### config.mk
export PLATFORM = sky130hd
export DESIGN_NAME = cmf_mode_filter
export DESIGN_NICKNAME = d
export VERILOG_FILES = /design/src/logic/cmf_pkg.sv /design/src/logic/cmf_mode_filter.sv
export SDC_FILE = /design/constraint.sdc
export NUM_CORES = 2
export LEC_CHECK = 0
export ABC_AREA = 1
export BUFFER_PORTS_ARGS = -buffer_cell sky130_fd_sc_hd__buf_2
export CAP_MARGIN = 5
export CORE_MARGIN = 1.5
export CORE_UTILIZATION = 30
export CTS_BUF_LIST = sky130_fd_sc_hd__clkbuf_2 sky130_fd_sc_hd__clkbuf_4 sky130_fd_sc_hd__clkbuf_8
export CTS_CLUSTER_SIZE = 40
export DETAILED_ROUTE_END_ITERATION = 12
export PLACE_DENSITY_LB_ADDON = 0.08
export SETUP_SLACK_MARGIN = 0.1
export SYNTH_ARGS = -nofsm -noshare
export SYNTH_HDL_FRONTEND = slang
export SYNTH_SLANG_ARGS = --single-unit
### constraint.sdc
create_clock -name ref_clk -period 5.6 [get_ports ref_clk]
set_input_delay 0 -clock ref_clk [delete_from_list [all_inputs] [get_ports ref_clk]]
set_output_delay 0 -clock ref_clk [all_outputs]
set_load 0.02 [all_outputs]
### src/logic/cmf_pkg.sv
// Purpose: Constants and types of the CAN mode and filter block
// Assumes: Avalon-MM slave, 32-bit data, word-aligned byte addresses
// Notes: Offsets are byte addresses
package cmf_pkg;
   // ------------------------------------------------------------
   // Register map
   // ------------------------------------------------------------
   localparam logic [9:0] OFS_CONTROL = 10'h000;
   localparam logic [9:0] OFS_STATUS = 10'h004;
   localparam logic [9:0] OFS_ERRFLAG = 10'h008;
   localparam logic [9:0] OFS_CLKSEL = 10'h00c;
   localparam logic [9:0] OFS_BITCFG = 10'h010;
   localparam logic [9:0] OFS_MASKINV = 10'h014;
   localparam logic [9:0] OFS_FILTER = 10'h018;
   localparam logic [9:0] OFS_FIDCR0 = 10'h040;
   localparam logic [9:0] OFS_MASK0 = 10'h060;
   localparam logic [9:0] OFS_MBOX0 = 10'h100;
   // ------------------------------------------------------------
   // Field positions
   // ------------------------------------------------------------
   localparam int CTL_MODE_LO = 0;
   localparam int CTL_SLEEP = 2;
   localparam int CTL_BOM_LO = 3;
   localparam int CTL_RECOV = 5;
   localparam int CTL_ID_FORMAT_SELECT_LO = 6;
   localparam int CTL_FIFO = 8;
   localparam int CTL_TEST_LO = 9;
   localparam int ST_RESET = 0;
   localparam int ST_HALT = 1;
   localparam int ST_SLEEP = 2;
   localparam int ST_ACTIVE = 3;
   localparam int ST_BUSOFF = 4;
   localparam int ST_SUB_LO = 5;
   localparam int ST_OWNRX = 7;
   localparam int EF_RECOVERED = 0;
   localparam int ID_RTR = 29;
   localparam int ID_IDE = 30;
   localparam int BRP_W = 10;
   localparam int RECESSIVE_RUN = 11;
   localparam logic [31:0] RD_UNMAPPED = 32'h0000_0000;
   // ------------------------------------------------------------
   // Encodings
   // ------------------------------------------------------------
   localparam logic [1:0] MODE_OPER = 2'b00;
   localparam logic [1:0] MODE_RESET = 2'b01;
   localparam logic [1:0] MODE_HALT = 2'b10;
   localparam logic [1:0] BOM_NORMAL = 2'b00;
   localparam logic [1:0] BOM_HALT_ENTRY = 2'b01;
   localparam logic [1:0] BOM_HALT_END = 2'b10;
   localparam logic [1:0] BOM_HALT_PROG = 2'b11;
   localparam logic [1:0] ID_FORMAT_SELECT_MIXED = 2'b10;
   typedef enum logic [2:0] {
      CMF_SLEEP = 3'b000,
      CMF_RESET = 3'b001,
      CMF_HALT = 3'b010,
      CMF_JOIN = 3'b011,
      CMF_ACTIVE = 3'b100,
      CMF_BUSOFF = 3'b101
   } cmf_state_t;
   // Frame offered for acceptance by the protocol engine
   typedef struct packed {
      logic [28:0] id;
      logic id_extension_bit;
      logic frame_type_bit;
   } cmf_frame_t;
   // Protocol engine events and state
   typedef struct packed {
      logic bit_tick;
      logic bit_recessive;
      logic busoff_enter;
      logic recovery_done;
      logic [1:0] submode;
      logic own_rx;
   } cmf_link_t;
endpackage

### src/logic/cmf_mode_filter.sv
// Purpose: CAN mode control, prescaler and acceptance filter
// Assumes: Protocol engine events and frames arrive on ref_clk
// Notes: Sleep gates the quantum clock enable; registers reach software over Avalon-MM
//
// The placing of the registers and register access over Avalon-MM are this design's own decisions.
`timescale 1ns/1ns
`default_nettype none
//
// Contract
// - Reset comes up asleep, quantum clock stopped
// - Sleep request enters sleep from reset or halt, status confirms
// - Asleep: only sleep bit writable, reads allowed
// - Clearing sleep request leaves sleep, registers kept
// - Mode 00b enters operation, flags kept
// - Active only after eleven recessive bits
// - Three submodes; own receive in self-test
// - Bus-off freezes all but status/error registers and control mode, sleep and recovery bits
// - Policy 00b: recover, active, set recovered flag
// - Forced recovery: rejoin after eleven recessive bits, no recovered flag
// - Policy 01b: halt at bus-off entry
// - Policy 10b: halt after recovery, flag set
// - Policy 11b: halt on program request
// - Quantum clock is source divided by P+1
// - 32 mailboxes, 8 masks, 2 FIFO compares
// - Mask k covers mailboxes 4k to 4k+3
// - FIFO mode: FIFO uses masks 6 and 7
// - Mask-invalid disables filtering, not for FIFO
// - FIFO matches either set, ignores mailbox IDs
// - Mode 01b reset, 10b halt, confirmed
module cmf_mode_filter #(
   parameter int NUM_MB = 32,
   parameter int NUM_MASK = 8,
   parameter int NUM_FID = 2
) (
   input wire logic ref_clk,
   input wire logic rst_n,
   input wire logic [9:0] avs_address,
   input wire logic avs_read,
   input wire logic avs_write,
   input wire logic [31:0] avs_writedata,
   input wire logic [3:0] avs_byteenable,
   output logic [31:0] avs_readdata,
   output logic avs_waitrequest,
   input wire logic can_clk_a,
   input wire logic can_clk_b,
   input wire cmf_pkg::cmf_link_t link,
   input wire logic frame_valid,
   input wire cmf_pkg::cmf_frame_t frame,
   output logic tq_tick,
   output logic node_active,
   output logic accept_valid,
   output logic accept_hit,
   output logic [4:0] accept_mb
);
   // ------------------------------------------------------------
   // State and registers
   // ------------------------------------------------------------
   cmf_pkg::cmf_state_t state;
   logic [1:0] mode_select;
   logic sleep_request;
   logic [1:0] busoff_policy;
   logic [1:0] id_format_select;
   logic fifo_mode;
   logic [1:0] test_mode_select;
   logic forced_recovery;
   logic busoff_recovered_flag;
   logic clock_source_select;
   logic [cmf_pkg::BRP_W-1:0] prescaler_value;
   logic [NUM_MB-1:0] mask_invalid_reg;
   logic [NUM_MB-1:0] mb_rx_en;
   logic [30:0] mailbox_reg [NUM_MB];
   logic [28:0] group_mask_reg [NUM_MASK];
   logic [30:0] fifo_id_compare_reg [NUM_FID];
   logic [3:0] run_cnt;
   logic [cmf_pkg::BRP_W-1:0] pre_cnt;
   logic clk_a_s1, clk_a_s2, clk_a_s3, clk_b_s1, clk_b_s2, clk_b_s3;
   logic ack;
   logic wr, rd;
   logic [31:0] next_rdata;
   logic frozen;

   // One wait; a write lands where waitrequest is low
   assign avs_waitrequest = (avs_read | avs_write) & ~ack;
   assign wr = avs_write & ack;
   assign rd = avs_read & ~ack;
   // Asleep or bus-off: config writes dropped
   assign frozen = (state == cmf_pkg::CMF_SLEEP) | (state == cmf_pkg::CMF_BUSOFF);

   function automatic logic [31:0] merge(input logic [31:0] old, input logic [31:0] d, input logic [3:0] be);
      logic [31:0] r;
      r = old;
      for (int i = 0; i < 4; i++) begin
         if (be[i]) begin
            r[i*8 +: 8] = d[i*8 +: 8];
         end
      end
      return r;
   endfunction

   function automatic logic id_match(input logic [28:0] a, input logic [28:0] b, input logic [28:0] m,
                                     input logic std);
      logic [28:0] mm;
      mm = m;
      if (std) begin
         mm[17:0] = 18'h00000;
      end
      return ((a ^ b) & mm) == 29'h0000_0000;
   endfunction

   always_ff @(posedge ref_clk) begin
      if (!rst_n) begin
         ack <= 1'b0;
      end else begin
         ack <= (avs_read | avs_write) & ~ack;
      end
   end

   // ------------------------------------------------------------
   // Control registers
   // ------------------------------------------------------------
   logic [31:0] ctl_cur, ctl_new;
   assign ctl_cur = {21'h000000, test_mode_select, fifo_mode, id_format_select, 1'b0, busoff_policy,
                     sleep_request, mode_select};
   assign ctl_new = merge(ctl_cur, avs_writedata, avs_byteenable);
   logic ctl_wr;
   assign ctl_wr = wr & (avs_address == cmf_pkg::OFS_CONTROL);

   always_ff @(posedge ref_clk) begin
      if (!rst_n) begin
         sleep_request <= 1'b1;
         mode_select <= cmf_pkg::MODE_RESET;
         busoff_policy <= cmf_pkg::BOM_NORMAL;
         id_format_select <= 2'b00;
         fifo_mode <= 1'b0;
         test_mode_select <= 2'b00;
      end else if (ctl_wr) begin
         sleep_request <= ctl_new[cmf_pkg::CTL_SLEEP];
         if (state != cmf_pkg::CMF_SLEEP) begin
            mode_select <= ctl_new[cmf_pkg::CTL_MODE_LO +: 2];
            if (state != cmf_pkg::CMF_BUSOFF) begin
               busoff_policy <= ctl_new[cmf_pkg::CTL_BOM_LO +: 2];
               id_format_select <= ctl_new[cmf_pkg::CTL_ID_FORMAT_SELECT_LO +: 2];
               fifo_mode <= ctl_new[cmf_pkg::CTL_FIFO];
               test_mode_select <= ctl_new[cmf_pkg::CTL_TEST_LO +: 2];
            end
         end
      end else if (state == cmf_pkg::CMF_BUSOFF && busoff_policy == cmf_pkg::BOM_HALT_ENTRY) begin
         mode_select <= cmf_pkg::MODE_HALT;
      end else if (state == cmf_pkg::CMF_BUSOFF && link.recovery_done && !forced_recovery &&
                   busoff_policy == cmf_pkg::BOM_HALT_END) begin
         mode_select <= cmf_pkg::MODE_HALT;
      end
   end

   // Forced recovery strobe, self-clearing after one cycle
   always_ff @(posedge ref_clk) begin
      if (!rst_n) begin
         forced_recovery <= 1'b0;
      end else if (ctl_wr && state == cmf_pkg::CMF_BUSOFF && ctl_new[cmf_pkg::CTL_RECOV]) begin
         forced_recovery <= 1'b1;
      end else begin
         forced_recovery <= 1'b0;
      end
   end

   // ------------------------------------------------------------
   // Mode state machine
   // ------------------------------------------------------------
   always_ff @(posedge ref_clk) begin
      if (!rst_n) begin
         state <= cmf_pkg::CMF_SLEEP;
      end else begin
         case (state)
            cmf_pkg::CMF_SLEEP: begin
               if (!sleep_request) begin
                  state <= (mode_select == cmf_pkg::MODE_HALT) ? cmf_pkg::CMF_HALT : cmf_pkg::CMF_RESET;
               end
            end
            cmf_pkg::CMF_RESET, cmf_pkg::CMF_HALT: begin
               if (sleep_request) begin
                  state <= cmf_pkg::CMF_SLEEP;
               end else if (mode_select == cmf_pkg::MODE_OPER) begin
                  state <= cmf_pkg::CMF_JOIN;
               end else if (mode_select == cmf_pkg::MODE_HALT) begin
                  state <= cmf_pkg::CMF_HALT;
               end else begin
                  state <= cmf_pkg::CMF_RESET;
               end
            end
            cmf_pkg::CMF_JOIN, cmf_pkg::CMF_ACTIVE: begin
               if (mode_select == cmf_pkg::MODE_RESET) begin
                  state <= cmf_pkg::CMF_RESET;
               end else if (mode_select == cmf_pkg::MODE_HALT) begin
                  state <= cmf_pkg::CMF_HALT;
               end else if (state == cmf_pkg::CMF_ACTIVE && link.busoff_enter) begin
                  state <= cmf_pkg::CMF_BUSOFF;
               end else if (state == cmf_pkg::CMF_JOIN && link.bit_tick && link.bit_recessive &&
                            run_cnt == 4'(cmf_pkg::RECESSIVE_RUN - 1)) begin
                  state <= cmf_pkg::CMF_ACTIVE;
               end
            end
            cmf_pkg::CMF_BUSOFF: begin
               // Reset request leaves without waiting for recovery
               if (mode_select == cmf_pkg::MODE_RESET) begin
                  state <= cmf_pkg::CMF_RESET;
               end else if (busoff_policy == cmf_pkg::BOM_HALT_ENTRY) begin
                  state <= cmf_pkg::CMF_HALT;
               end else if (mode_select == cmf_pkg::MODE_HALT && busoff_policy == cmf_pkg::BOM_HALT_PROG) begin
                  state <= cmf_pkg::CMF_HALT;
               end else if (forced_recovery) begin
                  state <= cmf_pkg::CMF_JOIN;
               end else if (link.recovery_done) begin
                  state <= (busoff_policy == cmf_pkg::BOM_HALT_END) ? cmf_pkg::CMF_HALT
                                                                    : cmf_pkg::CMF_ACTIVE;
               end
            end
            default: state <= cmf_pkg::CMF_SLEEP;
         endcase
      end
   end

   // Recessive run counter for joining the bus
   always_ff @(posedge ref_clk) begin
      if (!rst_n || state != cmf_pkg::CMF_JOIN) begin
         run_cnt <= 4'h0;
      end else if (link.bit_tick) begin
         run_cnt <= link.bit_recessive ? run_cnt + 4'h1 : 4'h0;
      end
   end

   // Recovered flag; set wins over a software clear
   logic recov_set;
   assign recov_set = (state == cmf_pkg::CMF_BUSOFF) && link.recovery_done && !forced_recovery &&
                      (busoff_policy != cmf_pkg::BOM_HALT_ENTRY) &&
                      !(busoff_policy == cmf_pkg::BOM_HALT_PROG && mode_select == cmf_pkg::MODE_HALT);
   always_ff @(posedge ref_clk) begin
      if (!rst_n) begin
         busoff_recovered_flag <= 1'b0;
      end else if (recov_set) begin
         busoff_recovered_flag <= 1'b1;
      end else if (wr && avs_address == cmf_pkg::OFS_ERRFLAG && avs_byteenable[0] &&
                   !avs_writedata[cmf_pkg::EF_RECOVERED] && state != cmf_pkg::CMF_SLEEP) begin
         busoff_recovered_flag <= 1'b0;
      end
   end

   // ------------------------------------------------------------
   // Clock selection and prescaler
   // ------------------------------------------------------------
   // Source clocks are sampled; edges become enables
   always_ff @(posedge ref_clk) begin
      if (!rst_n) begin
         {clk_a_s1, clk_a_s2, clk_a_s3} <= 3'h0;
         {clk_b_s1, clk_b_s2, clk_b_s3} <= 3'h0;
      end else begin
         {clk_a_s1, clk_a_s2, clk_a_s3} <= {can_clk_a, clk_a_s1, clk_a_s2};
         {clk_b_s1, clk_b_s2, clk_b_s3} <= {can_clk_b, clk_b_s1, clk_b_s2};
      end
   end
   logic src_edge;
   assign src_edge = clock_source_select ? (clk_b_s2 & ~clk_b_s3) : (clk_a_s2 & ~clk_a_s3);

   always_ff @(posedge ref_clk) begin
      if (!rst_n || state == cmf_pkg::CMF_SLEEP) begin
         pre_cnt <= '0;
         tq_tick <= 1'b0;
      end else if (src_edge) begin
         tq_tick <= (pre_cnt == prescaler_value);
         pre_cnt <= (pre_cnt >= prescaler_value) ? '0 : pre_cnt + 1'b1;
      end else begin
         tq_tick <= 1'b0;
      end
   end

   // ------------------------------------------------------------
   // Configuration and filter registers
   // ------------------------------------------------------------
   logic adr_mb, adr_mk, adr_fid;
   assign adr_mb = avs_address >= cmf_pkg::OFS_MBOX0 && avs_address < cmf_pkg::OFS_MBOX0 + 10'(NUM_MB*4);
   assign adr_mk = avs_address >= cmf_pkg::OFS_MASK0 && avs_address < cmf_pkg::OFS_MASK0 + 10'(NUM_MASK*4);
   assign adr_fid = avs_address >= cmf_pkg::OFS_FIDCR0 && avs_address < cmf_pkg::OFS_FIDCR0 + 10'(NUM_FID*4);
   logic [4:0] widx;
   assign widx = avs_address[6:2];

   always_ff @(posedge ref_clk) begin
      if (!rst_n) begin
         clock_source_select <= 1'b0;
         prescaler_value <= '0;
         mask_invalid_reg <= '0;
         mb_rx_en <= '0;
      end else if (wr && !frozen) begin
         if (avs_address == cmf_pkg::OFS_CLKSEL && avs_byteenable[0]) begin
            clock_source_select <= avs_writedata[0];
         end
         if (avs_address == cmf_pkg::OFS_BITCFG) begin
            prescaler_value <= cmf_pkg::BRP_W'(merge(32'(prescaler_value), avs_writedata, avs_byteenable));
         end
         if (avs_address == cmf_pkg::OFS_MASKINV) begin
            mask_invalid_reg <= NUM_MB'(merge(32'(mask_invalid_reg), avs_writedata, avs_byteenable));
         end
         if (avs_address == cmf_pkg::OFS_FILTER) begin
            mb_rx_en <= NUM_MB'(merge(32'(mb_rx_en), avs_writedata, avs_byteenable));
         end
      end
   end

   // Filter arrays keep contents across resets of state
   always_ff @(posedge ref_clk) begin
      if (wr && !frozen) begin
         if (adr_mb) begin
            mailbox_reg[widx] <= 31'(merge(32'(mailbox_reg[widx]), avs_writedata, avs_byteenable));
         end
         if (adr_mk) begin
            group_mask_reg[widx[2:0]] <= 29'(merge(32'(group_mask_reg[widx[2:0]]), avs_writedata, avs_byteenable));
         end
         if (adr_fid) begin
            fifo_id_compare_reg[widx[0]] <= 31'(merge(32'(fifo_id_compare_reg[widx[0]]), avs_writedata,
                                                       avs_byteenable));
         end
      end
   end

   // ------------------------------------------------------------
   // Read mux
   // ------------------------------------------------------------
   always_comb begin
      next_rdata = cmf_pkg::RD_UNMAPPED;
      if (avs_address == cmf_pkg::OFS_CONTROL) begin
         next_rdata = ctl_cur;
      end else if (avs_address == cmf_pkg::OFS_STATUS) begin
         next_rdata[cmf_pkg::ST_RESET] = (state == cmf_pkg::CMF_RESET);
         next_rdata[cmf_pkg::ST_HALT] = (state == cmf_pkg::CMF_HALT);
         next_rdata[cmf_pkg::ST_SLEEP] = (state == cmf_pkg::CMF_SLEEP);
         next_rdata[cmf_pkg::ST_ACTIVE] = node_active;
         next_rdata[cmf_pkg::ST_BUSOFF] = (state == cmf_pkg::CMF_BUSOFF);
         next_rdata[cmf_pkg::ST_SUB_LO +: 2] = node_active ? link.submode : 2'b00;
         next_rdata[cmf_pkg::ST_OWNRX] = node_active && test_mode_select[1] && link.own_rx;
      end else if (avs_address == cmf_pkg::OFS_ERRFLAG) begin
         next_rdata[cmf_pkg::EF_RECOVERED] = busoff_recovered_flag;
      end else if (avs_address == cmf_pkg::OFS_CLKSEL) begin
         next_rdata[0] = clock_source_select;
      end else if (avs_address == cmf_pkg::OFS_BITCFG) begin
         next_rdata = 32'(prescaler_value);
      end else if (avs_address == cmf_pkg::OFS_MASKINV) begin
         next_rdata = 32'(mask_invalid_reg);
      end else if (avs_address == cmf_pkg::OFS_FILTER) begin
         next_rdata = 32'(mb_rx_en);
      end else if (adr_mb) begin
         next_rdata = 32'(mailbox_reg[widx]);
      end else if (adr_mk) begin
         next_rdata = 32'(group_mask_reg[widx[2:0]]);
      end else if (adr_fid) begin
         next_rdata = 32'(fifo_id_compare_reg[widx[0]]);
      end
   end

   always_ff @(posedge ref_clk) begin
      if (!rst_n) begin
         avs_readdata <= '0;
      end else if (rd) begin
         avs_readdata <= next_rdata;
      end
   end

   // ------------------------------------------------------------
   // Acceptance filter
   // ------------------------------------------------------------
   logic [NUM_MB-1:0] hit;
   logic fifo_hit;
   always_comb begin
      logic fmt_ok;
      logic [28:0] m;
      fmt_ok = 1'b0;
      m = '0;
      for (int j = 0; j < NUM_MB; j++) begin
         m = mask_invalid_reg[j] ? 29'h0000_0000 : group_mask_reg[j/4];
         fmt_ok = (id_format_select == cmf_pkg::ID_FORMAT_SELECT_MIXED) ? (mailbox_reg[j][cmf_pkg::ID_IDE] == frame.id_extension_bit)
                                                            : (id_format_select[0] == frame.id_extension_bit);
         hit[j] = mb_rx_en[j] && fmt_ok && mailbox_reg[j][cmf_pkg::ID_RTR] == frame.frame_type_bit &&
                  id_match(frame.id, mailbox_reg[j][28:0], m, !frame.id_extension_bit);
      end
      // FIFO owns mailboxes 24..31; 24..27 hold the transmit side
      if (fifo_mode) begin
         hit[NUM_MB-1:NUM_MB-8] = '0;
      end
      fifo_hit = 1'b0;
      for (int n = 0; n < NUM_FID; n++) begin
         fifo_hit = fifo_hit | (fifo_id_compare_reg[n][cmf_pkg::ID_IDE] == frame.id_extension_bit &&
                                fifo_id_compare_reg[n][cmf_pkg::ID_RTR] == frame.frame_type_bit &&
                                id_match(frame.id, fifo_id_compare_reg[n][28:0], group_mask_reg[NUM_MASK-2+n],
                                         !frame.id_extension_bit));
      end
   end

   // Lowest-numbered matching mailbox wins
   always_ff @(posedge ref_clk) begin
      if (!rst_n) begin
         accept_valid <= 1'b0;
         accept_hit <= 1'b0;
         accept_mb <= 5'h00;
      end else begin
         accept_valid <= frame_valid && node_active;
         accept_hit <= 1'b0;
         accept_mb <= 5'h00;
         if (frame_valid && node_active) begin
            for (int j = NUM_MB - 1; j >= 0; j--) begin
               if (hit[j] || (fifo_mode && fifo_hit && j == NUM_MB - 4)) begin
                  accept_hit <= 1'b1;
                  accept_mb <= 5'(j);
               end
            end
         end
      end
   end

   assign node_active = (state == cmf_pkg::CMF_ACTIVE);
endmodule
`default_nettype wire

==> After elaboration in Yosys (flattened, before gate mapping) <==
Memories as Yosys holds them, arrays and structs flattened.
Cells that the tools add are included.
{ "word_totals": {"input_bits": 91, "wordCells": 675, "register_bits": 151, "memories": 3, "mem_bits_rw": 1286, "output_inout_bits": 42} }
{ "classes": {"n_mux": 247, "bitwise_logic": 83, "reduce_logical": 199, "magnitude_cmp": 7, "add_sub_neg": 2, "n_eq_ne": 96} }
{ "mem_list": {"columns": ["memory", "depth", "word_bits", "rd", "rd_clocked_by_memory_dff", "write_ports", "line_no", "source"], "rows": [
  ["mailbox_reg", 32, 31, 33, 0, 1, "cmf_mode_filter.sv:71", "logic [30:0] mailbox_reg [NUM_MB];"],
  ["group_mask_reg", 8, 29, 9, 0, 1, "cmf_mode_filter.sv:72", "logic [28:0] group_mask_reg [NUM_MASK];"],
  ["fifo_id_compare_reg", 2, 31, 3, 0, 1, "cmf_mode_filter.sv:73", "logic [30:0] fifo_id_compare_reg [NUM_FID];"]
]} }
{ "op_table": {"columns": ["op", "count"], "rows": [
  ["$and A29 B29 Y29", 34],
  ["$logic_not A29 Y1", 34],
  ["$xor A29 B29 Y29", 34],
  ["$mux W29", 32],
  ["$mux W18", 34],
  ["$mux W8", 29],
  ["$mux W32", 6],
  ["$logic_and A1 B1 Y1", 126],
  ["$mux W5", 19],
  ["$mux W31", 3],
  ["$mux W1", 80],
  ["$eq A1 B1 Y1", 69],
  ["$mux W3", 15],
  ["$mux W7", 6],
  ["$mux W4", 9],
  ["$reduce_and A3 Y1", 12],
  ["$eq A10 B5 Y1 const B", 3],
  ["$mux W24", 1],
  ["$eq A10 B4 Y1 const B", 2],
  ["$ge A10 B7 Y1 const B", 2],
  ["$mux W2", 10],
  ["$reduce_or A18 Y1", 1],
  ["$pmux W3 S4", 1],
  ["$add A10 B1 Y10 const B", 1],
  ["39 further kinds", 71]
]} }

==> Depth between registers and ports, before layout <==
An unclocked memory read counts as a cell.
{ "depth": {"ltp_word": 39, "depth_mapped": 41, "depth_no_buf": 40} }

==> Worst setup path after synthesis <==
Ideal clock, no wire load.
{ "synth_timing": {"kind": "input port to flip-flop", "start": "input avs_address[6]", "end": "memory fifo_id_compare_reg[0][0] (enable)", "required_time_ps": 5142, "path_stages": 9, "arrival_time_ps": 3544, "path_slack_ps": 1598, "path_buffers": 3, "setup_time_ps": 458, "path_cell_list": "clkbuf_1 clkinv_1 nor2_1 inv_1 nor3_1 inv_1 clkbuf_1 buf_1 nor3_1"} }
{ "synth_between": {"elab_chain_cells": 5, "word_cells_on_any_way": 6, "cone_classes": "order compare: 2; mux: 3; reduce/logical: 1"} }
{ "synth_rtl": {"columns": ["element", "line_no", "source"], "rows": [
  ["start, declared", "cmf_mode_filter.sv:37", "input wire logic [9:0] avs_address,"],
  ["$ge A10 B7 Y1 or $lt A10 B7 Y1 (tied branches)", "cmf_mode_filter.sv:281", "assign adr_fid = avs_address >= cmf_pkg::OFS_FIDCR0 && avs_address < cmf_pkg::OFS_FIDCR0 + 10'(NUM_FID*4);"],
  ["$logic_and A1 B1 Y1 *", "cmf_mode_filter.sv:281", null],
  ["$mux W1 *", "cmf_mode_filter.sv:316", "if (adr_fid) begin"],
  ["$mux W1 *", "cmf_mode_filter.sv:309", "if (wr && !frozen) begin"],
  ["$mux W1 (implied by the code) *", "cmf_mode_filter.sv:317", "fifo_id_compare_reg[widx[0]] <= 31'(merge(32'(fifo_id_compare_reg[widx[0]]), avs_writedata,"],
  ["end, declared", "cmf_mode_filter.sv:73", null]
]} }
Every way passes the cells marked *; elsewhere a longest branch is shown, timed or not.

==> Final worst setup path <==
{ "layout_timing": {"start": "input avs_address[2]", "end": "register avs_readdata[5]"} }
{ "layout_between": {"elab_chain_cells": 12, "word_cells_on_any_way": 29, "cone_classes": "order compare: 6; eq/ne: 6; mux: 10; reduce/logical: 4; memory: 3"} }
{ "layout_rtl": {"columns": ["element", "line_no", "source"], "rows": [
  ["$ge A10 B7 Y1 or $lt A10 B7 Y1 (tied branches)", "cmf_mode_filter.sv:281", null],
  ["$logic_and A1 B1 Y1", "cmf_mode_filter.sv:281", null],
  ["$mux W31", "cmf_mode_filter.sv:352", "end else if (adr_fid) begin"],
  ["$mux W32", "cmf_mode_filter.sv:350", "end else if (adr_mk) begin"],
  ["$mux W32", "cmf_mode_filter.sv:348", "end else if (adr_mb) begin"],
  ["$mux W32", "cmf_mode_filter.sv:346", "end else if (avs_address == cmf_pkg::OFS_FILTER) begin"],
  ["$mux W32", "cmf_mode_filter.sv:344", "end else if (avs_address == cmf_pkg::OFS_MASKINV) begin"],
  ["$mux W32", "cmf_mode_filter.sv:342", "end else if (avs_address == cmf_pkg::OFS_BITCFG) begin"],
  ["$mux W31", "cmf_mode_filter.sv:340", "end else if (avs_address == cmf_pkg::OFS_CLKSEL) begin"],
  ["$mux W31", "cmf_mode_filter.sv:338", "end else if (avs_address == cmf_pkg::OFS_ERRFLAG) begin"],
  ["$mux W8", "cmf_mode_filter.sv:330", "end else if (avs_address == cmf_pkg::OFS_STATUS) begin"],
  ["$mux W32 *", "cmf_mode_filter.sv:328", "if (avs_address == cmf_pkg::OFS_CONTROL) begin"],
  ["end signal, assigned", "cmf_mode_filter.sv:361", "avs_readdata <= next_rdata;"],
  ["end, declared", "cmf_mode_filter.sv:42", "output logic [31:0] avs_readdata,"]
]} }
Marked as above.
A chain may end at the register's enable or synchronous reset.

==> impl_metrics.json <==
{
  "status": "finished, violations left",
  "violations": "max-capacitance violations, max-slew violations",
  "synth_top_cell_by_area": "edfxtp_1",
  "portBuffers": 132,
  "yosysWarningCount": 0,
  "end_kind": "flop",
  "drt_iter0_markers": 9891,
  "p_leak_nw": 31.8,
  "grt_util_all_layers_pct": 32.2,
  "fin_crit_ps": 5070,
  "clock_latency_ps": 1080,
  "cp.arrival_ps": 6030,
  "crit_path_cell_trace": "dlygate4sd3_1 > buf_2 > nor2_4 > inv_4 > buf_4 > buf_4 > o22ai_1 > o21ai_0 > nand3_1 > nand2_1 > o2111ai_1 > a21oi_1 > buf_4 > o21ai_0 > o22ai_1 > nand2_1 > dlygate4sd3_1 > nand2_1 > dlygate4sd3_1 > a21oi_1 > dlygate4sd3_1",
  "routed_wl_um": 414000,
  "first_pass_iters": 6,
  "cts-root-buf": "clkbuf_8",
  "placed_area_um2": 79900,
  "crit_fanout": 21,
  "synthDistinctLibCells": 61,
  "final_area_um2": 86600,
  "postCtsHoldBufs": 124,
  "worst_pin_slew_ps": 1520,
  "cts_setup_buffers": 0,
  "fin_cells": 11800,
  "path_clk_slew_ps": 60,
  "synthTopCellsByArea": "edfxtp_1 (52%), nand2_1 (7.3%), o21ai_0 (6.8%), a21oi_1 (5.4%), dfxtp_1 (4.1%)",
  "cp-start-kind": "input pin",
  "synthFlopType": "edfxtp_1",
  "synth_cells": 7974,
  "synth_edf_count": 1286,
  "min-delay-path-class": "input pin to flop",
  "syn_to_final_growth_pct": 17.0,
  "slowest_delay_ps": 570,
  "async_reset_ff_share_pct": 0,
  "place_congestion": 0.986,
  "cts_resized": 0,
  "detail_route.wl_per_cell_um": 35.0,
  "ios": 133,
  "ys_ff_latch": 1437,
  "crit_path_top_delay_cell": "dlygate4sd3_1",
  "die_w_um": 500,
  "setup_viol": 0,
  "power_density_nw_per_um2": 293,
  "fin_skew_ps": 52.7,
  "core_region_area_um2": 246000,
  "grt_max_degree": 86,
  "synth_area_um2": 74000,
  "die_h_um": 500,
  "hpwl_um": 304000,
  "antenna_found_initial": 52,
  "crit_type": "input pin to flop",
  "drive_gt1_share_pct": 11.8,
  "maxCapViolCount": 2,
  "synth-seq-area-share_pct": 56.2,
  "dieArea_um2": 250000,
  "worstPathRequired_ps": 6560,
  "htree_levels": 5,
  "vias": 68400,
  "grt_pass1_vias": 62500,
  "period_share_pct": 90.5,
  "synth.most_common_cell": "nand2_1",
  "cts_tree": "yes",
  "synth_fp_nets": 8082,
  "cts_buffers": 294,
  "antenna_left": 0,
  "vdd_drop_max_v": 0.000238,
  "rows": 182,
  "rsz0062_at_grt": "no",
  "synth.avg_cell_area_um2": 9.29,
  "fmax_mhz": 197,
  "largest_reg_flops": 992,
  "finalSetupTns_ps": 0,
  "grt_overflow": 0,
  "finalHoldViolCount": 0,
  "clockBufferDepth": 4,
  "synth.top_cell.area_share_pct": 52.2,
  "crit_top_cell": "dlygate4sd3_1",
  "viasPerCell": 5.78,
  "start_util_pct": 30.1,
  "maxSlewViolCount": 6,
  "place_inst": 11200,
  "slew_headroom_pct": -2.74,
  "nNetsFinal": 8506,
  "drc_errors": 0,
  "grt_first_pass_wirelength_um": 549000,
  "synth_top_cells_by_count": "nand2_1 (1441), edfxtp_1 (1286), o21ai_0 (1005)",
  "clock-sinks": 1437
}
-- worst max-delay path: cells and delay by family --
family,cells,cell delay [ps]
AOI/OAI and AO/OA,7,1610
buffers and inverters,9,3830
and+or+nand+nor,5,560
-- placed cells by master (no fill, tap or decap), types with 20 or more instances in the layout --
master,synthesis,routed
edfxtp_1,1286,1286
or2_2,20,20
a22oi_1,139,139
xor2_1,81,81
nor3_1,74,71
clkinv_2,1,24
dlygate4sd3_1,0,124
o22ai_1,229,229
nand4_1,189,189
nor2_4,0,44
xnor2_1,57,57
dfxtp_1,151,151
buf_4,42,310
a21oi_1,799,799
o21ai_0,1005,984
nor2_1,406,362
clkinv_1,9,55
inv_1,791,784
nand3_1,292,292
clkbuf_4,0,90
o311ai_0,23,20
nand2_1,1441,1440
buf_2,108,131
clkbuf_8,0,316
o2111ai_1,73,73
buf_12,0,29
a21boi_0,60,60
a31oi_1,28,28
a221oi_1,109,109
o211ai_1,47,47
-- worst paths after layout --
| check | start | end | slack (ps) | cells past startpoint |
|---|---|---|---|---|
| setup reg to reg | state[2]$_SDFFE_PN0P_ | mailbox_reg[13][1]$_DFFE_PP_ | 540 | 9 |
| hold reg to reg | clk_a_s1$_SDFF_PN0_ | clk_a_s2$_SDFF_PN0_ | 420 | 2 |
| setup / recovery | avs_address[2] | avs_readdata[5]$_SDFFE_PN0P_ | 530 | 21 |
| hold / removal | link[2] | avs_readdata[6]$_SDFFE_PN0P_ | 80 | 6 |
-- through the flow --
stage	util [%]	total power [mW]	setup slack, ps	hold WS, ps
floorplan	-	13.2	1600	97.6
global placement	32.5	14.7	629	190
detailed placement	32.5	14.7	650	195
CTS	35.2	25.5	620	1.81
global route	35.2	26.0	343	70.5
finish	35.2	25.4	530	83.6
-- layout make-up --
type                       count  area, um2
fill                       24900     159000
tap                         3220       4030
timing repair buffer         595       4810
inverter                     806       3040
antenna                       19       47.5
clock inverter                77        398
sequential                  1437      41600
multi-input combinational   5264      27600
clock buffer                 406       5020
-- report_power, final --
part | switching [mW] | total, mW | internal [mW]
clock | 4.92 | 10.8 | 5.83
sequential | 0.0111 | 11.8 | 11.8
combinational | 2.19 | 2.80 | 0.611
total | 7.12 | 25.4 | 18.3
-- layer usage --
metal	GRT usage, %	up-vias	wire [um]
met5	0	-	59
met4	18.0	8	26300
met3	5.50	772	37000
met2	48.4	4129	179000
met1	43.7	33800	172000
li1	-	29600	-
-- logic make-up (layout without fill, tap and decap cells) --
logic type	Yosys count	in the layout	share of synthesized area, %
fa+ha+maj	17	17	0.287
xor+xnor	138	138	1.63
mux	2	2	0.0270
flops	1437	1437	56.2
buf+inv	1273	1884	7.06
compound gates	2648	2648	20.8
other cells	0	19	0
simple gates	2459	2459	14.0
No activity file was read; power rests on OpenSTA's default activity.
